### config.mk
export PLATFORM = sky130hd
export DESIGN_NAME = aclact_top
export DESIGN_NICKNAME = d
export VERILOG_FILES = /design/src/inc/aclact_pkg.sv /design/src/rtl/aclact_top.sv /design/src/rtl/aclact_prio.sv /design/src/rtl/aclact_tick.sv
export SDC_FILE = /design/constraint.sdc
export NUM_CORES = 1
export LEC_CHECK = 0
export BUFFER_PORTS_ARGS = -buffer_cell sky130_fd_sc_hd__buf_2
export CORE_MARGIN = 3
export CORE_UTILIZATION = 50
export DETAILED_ROUTE_END_ITERATION = 10
export PLACE_DENSITY = 0.67
export SLEW_MARGIN = 10
export SYNTH_ARGS = -nofsm -noshare
export SYNTH_HDL_FRONTEND = slang
export SYNTH_HIERARCHICAL = 1
export SYNTH_SLANG_ARGS = --single-unit
export TNS_END_PERCENT = 1
### constraint.sdc
create_clock -name CLOCK -period 4.3 [get_ports CLOCK]
set_input_delay 0.215 -clock CLOCK [delete_from_list [all_inputs] [get_ports CLOCK]]
set_output_delay 0.215 -clock CLOCK [all_outputs]
set_load 0.05 [all_outputs]
### src/inc/aclact_pkg.sv
// Purpose: constants for the acl action and rule-set block
// Assumes: one entry per port, byte access through table/offset/data registers
// Notes:
// Function
// - mode 00 keeps classified priority
// - mode 01 uses entry priority if greater
// - mode 10 uses entry priority if smaller
// - mode 11 always uses entry priority
// - priority bits 5:3, mode bits 7:6
// - remark enable replaces vlan priority bits
// - remark value split across offsets 0a/0b
// - map mode 00 uses lookup map only
// - map mode 01 ors entry and lookup
// - map mode 10 ands entry and lookup
// - map mode 11 replaces lookup map
// - egress map bit n is port n+1
// - count mode bit 4 selects us/ms
// - bit 3 low counts down, interrupt at expiry
// - bit 3 high counts matches to limit
// - cascade mask has sixteen entry bits
// - mask high at 0c, low at 0d
package aclact_pkg;
  localparam logic [2:0] TABLE_SEL_ACL      = 3'h2;
  localparam logic [7:0] OFF_PRIORITY_ACT   = 8'h0a;
  localparam logic [7:0] OFF_MAP_ACT        = 8'h0b;
  localparam logic [7:0] OFF_MASK_HIGH      = 8'h0c;
  localparam logic [7:0] OFF_MASK_LOW       = 8'h0d;
  localparam logic [7:0] RESET_BYTE         = 8'h00;
  localparam int         NUM_PORTS          = 5;
  localparam int         PRIO_MODE_HI       = 7;
  localparam int         PRIO_MODE_LO       = 6;
  localparam int         PRI_HI             = 5;
  localparam int         PRI_LO             = 3;
  localparam int         REMARK_EN_BIT      = 2;
  localparam int         REMARK_UP_HI       = 1;
  localparam int         REMARK_UP_LO       = 0;
  localparam int         REMARK_LSB_BIT     = 7;
  localparam int         MAP_MODE_HI        = 6;
  localparam int         MAP_MODE_LO        = 5;
  localparam int         FWD_HI             = 4;
  localparam int         FWD_LO             = 0;
  localparam int         UNIT_BIT           = 4;
  localparam int         DIR_BIT            = 3;
  localparam logic [1:0] KIND_COUNT         = 2'h1;
  localparam logic [1:0] MATCH_COUNT        = 2'h0;
  localparam int         CLK_MHZ            = 200;
  localparam int         US_NS              = 1000;
  localparam int         CLK_NS             = 1000 / CLK_MHZ;
  localparam int         US_CYCLES          = US_NS / CLK_NS;
  localparam int         MS_PER_US          = 1000;
  typedef enum logic [1:0] {
    ACLACT_KEEP = 2'b00, ACLACT_HIGHER = 2'b01, ACLACT_LOWER = 2'b10, ACLACT_FORCE = 2'b11
  } aclact_pmode_type;
endpackage

### src/rtl/aclact_top.sv
// Purpose: acl entry action bytes, cascade mask and count action for five ports
// Assumes: software writes table select, offset, then data register
// Notes: only offsets 0x0a..0x0d are held here; others read zero
`timescale 1ns/1ps
module aclact_top
  import aclact_pkg::*;
(
  input  wire logic       CLOCK,
  input  wire logic       RESETN,
  input  wire logic [7:0] TABLE_SEL,
  input  wire logic [7:0] OFFSET,
  input  wire logic       DATA_WR,
  input  wire logic [7:0] DATA_IN,
  output logic      [7:0] DATA_OUT,
  input  wire logic [2:0] PKT_PORT,
  input  wire logic       PKT_VALID,
  input  wire logic       PKT_MATCH,
  input  wire logic [1:0] RULE_KIND_SELECT,
  input  wire logic [1:0] ENTRY_MATCH_SELECT,
  input  wire logic [2:0] QOS_PRI,
  input  wire logic [4:0] LUT_MAP,
  output logic      [2:0] PRI_OUT,
  output logic            REMARK_EN_OUT,
  output logic      [2:0] REMARK_VALUE_OUT,
  output logic      [4:0] MAP_OUT,
  output logic      [15:0] CASCADE_GROUP_MASK,
  output logic      [NUM_PORTS-1:0] COUNT_IRQ
);
  // ==========================================================
  // indirect byte storage
  logic [7:0] pri_act_r  [NUM_PORTS];
  logic [7:0] map_act_r  [NUM_PORTS];
  logic [7:0] mask_hi_r  [NUM_PORTS];
  logic [7:0] mask_lo_r  [NUM_PORTS];
  logic       sel_ok;
  logic [3:0] sel_port;
  logic [2:0] pidx;
  logic       us_tick;
  logic       ms_tick;

  function automatic logic port_ok(input logic [3:0] p);
    port_ok = (p >= 4'h1) && (p <= 4'(NUM_PORTS));
  endfunction

  // port number 1..5 to storage index 0..4
  function automatic logic [2:0] port_index(input logic [3:0] p);
    port_index = 3'(p - 4'h1);
  endfunction

  assign sel_port = TABLE_SEL[3:0];
  assign sel_ok   = (TABLE_SEL[7:5] == TABLE_SEL_ACL) && port_ok(sel_port);

  genvar g;
  generate
    for (g = 0; g < NUM_PORTS; g++) begin : g_port
      always_ff @(posedge CLOCK or negedge RESETN) begin
        if (!RESETN) begin
          pri_act_r[g] <= RESET_BYTE;
          map_act_r[g] <= RESET_BYTE;
          mask_hi_r[g] <= RESET_BYTE;
          mask_lo_r[g] <= RESET_BYTE;
        end else if (DATA_WR && sel_ok && (sel_port == 4'(g + 1))) begin
          if (OFFSET == OFF_PRIORITY_ACT) pri_act_r[g] <= DATA_IN;
          if (OFFSET == OFF_MAP_ACT)      map_act_r[g] <= DATA_IN;
          if (OFFSET == OFF_MASK_HIGH)    mask_hi_r[g] <= DATA_IN;
          if (OFFSET == OFF_MASK_LOW)     mask_lo_r[g] <= DATA_IN;
        end
      end
    end
  endgenerate

  // ==========================================================
  // read path
  always_ff @(posedge CLOCK or negedge RESETN) begin
    if (!RESETN) begin
      DATA_OUT <= 8'h00;
    end else if (!sel_ok) begin
      DATA_OUT <= 8'h00;
    end else begin
      unique case (OFFSET)
        OFF_PRIORITY_ACT: DATA_OUT <= pri_act_r[port_index(sel_port)];
        OFF_MAP_ACT:      DATA_OUT <= map_act_r[port_index(sel_port)];
        OFF_MASK_HIGH:    DATA_OUT <= mask_hi_r[port_index(sel_port)];
        OFF_MASK_LOW:     DATA_OUT <= mask_lo_r[port_index(sel_port)];
        default:          DATA_OUT <= 8'h00;
      endcase
    end
  end

  // ==========================================================
  // per-packet action for the ingress port
  assign pidx = (PKT_PORT < 3'(NUM_PORTS)) ? PKT_PORT : 3'h0;

  aclact_prio u_prio (
    .pmode     (pri_act_r[pidx][PRIO_MODE_HI:PRIO_MODE_LO]),
    .entry_pri (pri_act_r[pidx][PRI_HI:PRI_LO]),
    .qos_pri   (QOS_PRI),
    .map_mode  (map_act_r[pidx][MAP_MODE_HI:MAP_MODE_LO]),
    .entry_map (map_act_r[pidx][FWD_HI:FWD_LO]),
    .lut_map   (LUT_MAP),
    .pri_out   (PRI_OUT),
    .map_out   (MAP_OUT)
  );

  assign REMARK_EN_OUT      = pri_act_r[pidx][REMARK_EN_BIT];
  assign REMARK_VALUE_OUT   = {pri_act_r[pidx][REMARK_UP_HI:REMARK_UP_LO], map_act_r[pidx][REMARK_LSB_BIT]};
  assign CASCADE_GROUP_MASK = {mask_hi_r[pidx], mask_lo_r[pidx]};

  // ==========================================================
  // count / timer action
  aclact_tick u_tick (
    .clk     (CLOCK),
    .rst_n   (RESETN),
    .us_tick (us_tick),
    .ms_tick (ms_tick)
  );

  logic count_cfg;
  assign count_cfg = (RULE_KIND_SELECT == KIND_COUNT) && (ENTRY_MATCH_SELECT == MATCH_COUNT);

  logic [10:0] cnt_r    [NUM_PORTS];
  logic        run_r    [NUM_PORTS];
  logic        irq_r    [NUM_PORTS];
  logic [10:0] limit_w  [NUM_PORTS];
  logic        tick_w   [NUM_PORTS];
  logic        hit_w    [NUM_PORTS];
  logic        down_w   [NUM_PORTS];
  logic        expire_w [NUM_PORTS];
  logic        reach_w  [NUM_PORTS];

  generate
    for (g = 0; g < NUM_PORTS; g++) begin : g_cnt
      assign limit_w[g]  = {pri_act_r[g], map_act_r[g][REMARK_LSB_BIT:MAP_MODE_LO]};
      assign tick_w[g]   = map_act_r[g][UNIT_BIT] ? ms_tick : us_tick;
      assign hit_w[g]    = PKT_VALID && PKT_MATCH && (PKT_PORT == 3'(g));
      assign down_w[g]   = !map_act_r[g][DIR_BIT];
      // down count ends on the tick that takes it past one
      assign expire_w[g] = count_cfg && down_w[g] && run_r[g] && tick_w[g] && (cnt_r[g] <= 11'h001);
      // up count ends on the match that reaches the limit
      assign reach_w[g]  = count_cfg && !down_w[g] && hit_w[g] && ((cnt_r[g] + 11'h001) >= limit_w[g]);

      // a matched packet arms the down count
      always_ff @(posedge CLOCK or negedge RESETN) begin
        if (!RESETN) begin
          run_r[g] <= 1'b0;
        end else if (!count_cfg) begin
          run_r[g] <= 1'b0;
        end else if (down_w[g] && !run_r[g] && hit_w[g]) begin
          run_r[g] <= 1'b1;
        end else if (expire_w[g]) begin
          run_r[g] <= 1'b0;
        end
      end

      always_ff @(posedge CLOCK or negedge RESETN) begin
        if (!RESETN) begin
          cnt_r[g] <= 11'h000;
        end else if (!count_cfg) begin
          cnt_r[g] <= 11'h000;
        end else if (down_w[g]) begin
          if (!run_r[g] && hit_w[g]) begin
            cnt_r[g] <= limit_w[g];
          end else if (expire_w[g]) begin
            cnt_r[g] <= 11'h000;
          end else if (run_r[g] && tick_w[g]) begin
            cnt_r[g] <= cnt_r[g] - 11'h001;
          end
        end else if (reach_w[g]) begin
          cnt_r[g] <= 11'h000;
        end else if (hit_w[g]) begin
          cnt_r[g] <= cnt_r[g] + 11'h001;
        end
      end

      // one-cycle pulse per finished count
      always_ff @(posedge CLOCK or negedge RESETN) begin
        if (!RESETN) begin
          irq_r[g] <= 1'b0;
        end else begin
          irq_r[g] <= expire_w[g] || reach_w[g];
        end
      end
    end
  endgenerate

  // gather per-port pulses so the output has a single driver
  always_comb begin
    for (int i = 0; i < NUM_PORTS; i++) begin
      COUNT_IRQ[i] = irq_r[i];
    end
  end

  generate
    for (g = 0; g < NUM_PORTS; g++) begin : g_chk

    end
  endgenerate
endmodule // aclact_top

### src/rtl/aclact_prio.sv
// Purpose: priority selection and port map combining
// Assumes: qos priority and lookup map valid in same cycle
// Notes: purely combinational
`timescale 1ns/1ps
module aclact_prio
  import aclact_pkg::*;
(
  input  wire logic [1:0] pmode,
  input  wire logic [2:0] entry_pri,
  input  wire logic [2:0] qos_pri,
  input  wire logic [1:0] map_mode,
  input  wire logic [4:0] entry_map,
  input  wire logic [4:0] lut_map,
  output logic      [2:0] pri_out,
  output logic      [4:0] map_out
);
  always_comb begin
    unique case (aclact_pmode_type'(pmode))
      ACLACT_KEEP:   pri_out = qos_pri;
      ACLACT_HIGHER: pri_out = (entry_pri > qos_pri) ? entry_pri : qos_pri;
      ACLACT_LOWER:  pri_out = (entry_pri < qos_pri) ? entry_pri : qos_pri;
      ACLACT_FORCE:  pri_out = entry_pri;
    endcase
  end
  always_comb begin
    unique case (map_mode)
      2'b00: map_out = lut_map;
      2'b01: map_out = entry_map | lut_map;
      2'b10: map_out = entry_map & lut_map;
      2'b11: map_out = entry_map;
    endcase
  end
endmodule // aclact_prio

### src/rtl/aclact_tick.sv
// Purpose: microsecond and millisecond tick generator
// Assumes: clock rate from package
// Notes: ticks are one-cycle pulses
`timescale 1ns/1ps
module aclact_tick
  import aclact_pkg::*;
(
  input  wire logic clk,
  input  wire logic rst_n,
  output logic      us_tick,
  output logic      ms_tick
);
  logic [15:0] us_cnt_r;
  logic [15:0] ms_cnt_r;
  always_ff @(posedge clk or negedge rst_n) begin
    if (!rst_n) begin
      us_cnt_r <= 16'h0000;
    end else if (us_cnt_r == 16'(US_CYCLES - 1)) begin
      us_cnt_r <= 16'h0000;
    end else begin
      us_cnt_r <= us_cnt_r + 16'h0001;
    end
  end
  assign us_tick = (us_cnt_r == 16'(US_CYCLES - 1));
  always_ff @(posedge clk or negedge rst_n) begin
    if (!rst_n) begin
      ms_cnt_r <= 16'h0000;
    end else if (us_tick) begin
      ms_cnt_r <= (ms_cnt_r == 16'(MS_PER_US - 1)) ? 16'h0000 : ms_cnt_r + 16'h0001;
    end
  end
  assign ms_tick = us_tick && (ms_cnt_r == 16'(MS_PER_US - 1));
endmodule // aclact_tick

==> qor.csv <==
stage,metric,value,unit
global_routing,grt_overflow,0,
final_layout,num-nets-final,1994,
route,final_antenna_net_count,0,
placed_design,hpwl,36300,um
synthesis,seq_area_frac_synth,37.0,%
floorplanning,rows,68,
route,vias,14900,
sta,setup_violations,0,
pwr,ir_drop,0.000294,V
floorplanning,dieArea,38100,sq um
job,cap_violations,0,
floorplanning,io_pins,85,
global_routing,first_global_vias,14800,
clock_network,cts_buffers,31,
synthesis,ys_top_cells_by_area,"dfrtp_1 (37%), mux2_2 (10%), ha_1 (5.6%)",
synthesis,synth_seq_cells,265,
global_routing,grt_max_degree,107,
route,wl_per_cell,22.2,um
route,firstDrtPassIters,6,
floorplanning,start_util,51.2,%
synthesis,post-synth-top-area-fraction,37.0,%
worst_setup_path,criticalPathCategory,flop to flop,
final_layout,n_antenna_cell,0,
floorplanning,die_y,195,um
sta,period_needed,3.90,ns
worst_setup_path,start_kind,flop,
synthesis,synth_area_leader_cell,dfrtp_1,
synthesis,synth_edf_count,0,
synthesis,ys_warn_count,6,
floorplanning,core-area,35000,sq um
sta,holdWs,0.0908,ns
worst_setup_path,worstPathArrival,4.39,ns
clock_network,cts_resized,0,
clock_network,hold_buffers,1,
synthesis,synth.avg_cell_area,9.65,sq um
sta,finalCritPeriodShare,90.7,%
worst_setup_path,cp_max_fo,13,
sta,drv_slew,0,
clock_network,htreeDepth,1,
synthesis,async_flop_share,100,%
route,vias_per_cell,6.34,
route,routed_wl,52200,um
sta,finClkSkew,0.0402,ns
sta,finalSetupTns,0,ns
clock_network,post_cts_buffers,0,
pwr,power,6.12,mW
sta,worst_pin_slew,1.11,ns
clock_network,clock-root-buffer,clkbuf_16,
clock_network,clkTransAtPathRegs,0.06,ns
synthesis,synth_nets,1980,
final_layout,seqCellArea,6630,sq um
placed_design,io_buffers,83,
synthesis,syn_area,17900,sq um
sta,finalHoldViolations,0,
final_layout,num-fill-cells,3036,
route,post-route-drc-count,0,
pwr,power_density,310,nW/um^2
worst_setup_path,crit_required,4.79,ns
placed_design,gp_congestion,0.897,
final_layout,area.growth.synth_to_final,10.3,%
floorplanning,die_x,195,um
route,drt_iter0_markers,1317,
worst_hold_path,min_path_type,input pin to flop,
global_routing,grt_pass1_wl,83000,um
final_layout,multi_input_area,10400,sq um
worst_setup_path,setup.worst_path.end_class,flop,
status,outcome,completed,
synthesis,yosys.cell_types.count,92,
final_layout,drive_above_1_share,20.9,%
sta,worst_slack,0.398,ns
clock_network,clock-sinks,265,
global_routing,grt_use_total,27.0,%
synthesis,synth_cells,1856,
sta,slew_headroom,24.6,%
sta,rsz0062_at_grt,false,
clock_network,cts_tree,built,
synthesis,synth_ff_type,dfrtp_1,
clock_network,clk_latency,0.60,ns
sta,fmax,256,MHz
placed_design,place_ws,0.487,ns
global_routing,antenna_found_initial,2,
clock_network,cts_buffer_depth,3,
pwr,p_leak,9.13,nW
[routing by layer]
| metal | track usage, % | vias up | share of wire (%) |
|---|---|---|---|
| met3 | 5.33 | 101 | 7.9 |
| met1 | 37.6 | 7395 | 43 |
| met4 | 7.39 | 4 | 2.5 |
| met5 | 0 | - | 0.052 |
| met2 | 43.4 | 546 | 47 |
| li1 | - | 6848 | - |
[cell families after synthesis]
| logic type | Yosys count | share of synthesized area [%] |
|---|---|---|
| flops | 265 | 37.0 |
| buf+inv | 241 | 5.21 |
| simple gates | 501 | 14.6 |
| compound gates | 455 | 17.4 |
| fa+ha+maj | 80 | 5.59 |
| mux | 209 | 15.1 |
| xor+xnor | 105 | 5.13 |
[state kept, by name (all words and copies together), names as in the netlist]
name	count
cnt_r	55
limit_w	55
mask_hi_r	40
mask_lo_r	40
map_act_r	25
u_tick/ms_cnt_r	16
u_tick/us_cnt_r	16
DATA_OUT	8
COUNT_IRQ	5
run_r	5
[final timing paths]
| check | startpoint | end | slack (ns) | cells after the start |
|---|---|---|---|---|
| hold / removal | DATA_IN[7] | limit_w[10] | 0.09 | 3 |
| hold reg to reg | u_tick/us_cnt_r[0] | u_tick/us_cnt_r[0] | 0.46 | 1 |
| setup reg to reg | cnt_r[13] | cnt_r[16] | 0.40 | 10 |
| setup / recovery | cnt_r[13] | cnt_r[16] | 0.40 | 10 |
| max in group asynchronous | RESETN | u_tick/us_cnt_r[7] | 2.86 | 3 |
| min in group asynchronous | RESETN | cnt_r[26] | 0.27 | 2 |
[cell usage after synthesis, drive strengths merged (15+ instances only)]
library cell    n
o22ai          23
xor2           27
dfrtp         265
and3           33
xnor2          78
mux2          167
ha             80
nand2         124
nand3          51
nor4           16
nand2b         17
a22oi          98
nor2b          15
nand4          24
or3            16
a221o          16
inv           110
buf            21
mux4           32
o22a           16
nor3           24
clkbuf        110
o21ai         120
a21oi          58
nor2          120
[worst max-delay path, cell delays in order, from the launching register on]
cell and delay (ns):
dfrtp_1 0.52, nand3_1 0.21, or3_1 0.48, nor3_1 0.22, xor2_1 0.27, ha_1 0.31, a41o_1 0.24, a2111oi_0 0.55
a41o_1 0.60, a222oi_1 0.22, o22ai_1 0.20
[layout by cell type, fill, tap and decap left out, types with 15 or more instances in the layout]
cell         n
o21ai_0    113
buf_2       82
and3_1      33
nand4_1     23
a221o_1     16
inv_1      109
nand2_1    124
buf_4       27
o22a_1      16
nor2_1     115
nand2b_1    17
a22oi_1     98
xor2_1      27
nor4_1      15
xnor2_1     76
dfrtp_1    265
mux2_2     164
mux4_2      32
clkbuf_16   31
a21oi_1     58
or3_1       16
nor3_1      24
ha_1        80
nand3_1     51
o22ai_1     23
[power breakdown]
group	internal, mW	total (mW)	leakage [nW]	switching [mW]
Combinational	0.253	0.710	5.02	0.457
Sequential	2.51	2.55	3.57	0.0391
Clock	1.73	2.86	0.541	1.13
Total	4.50	6.12	9.13	1.62
[cell type report]
class | count | area share, %
repair buffers | 112 | 3.33
clock inverters | 16 | 1.23
inverters | 110 | 2.09
flip-flops and latches | 265 | 33.5
clock buffers | 40 | 4.40
multi-input cells | 1350 | 52.5
well taps | 455 | 2.88
[metrics by stage]
stage	std cells	util, %	area, sq um
2_1_floorplan	1856	-	17900
3_3_place_gp	2291	53.3	18600
3_5_place_dp	2291	53.3	18600
4_1_cts	2348	56.5	19800
5_1_grt	2348	56.5	19800
6_report	2348	56.5	19800
Power figures use the tool's default switching activity.
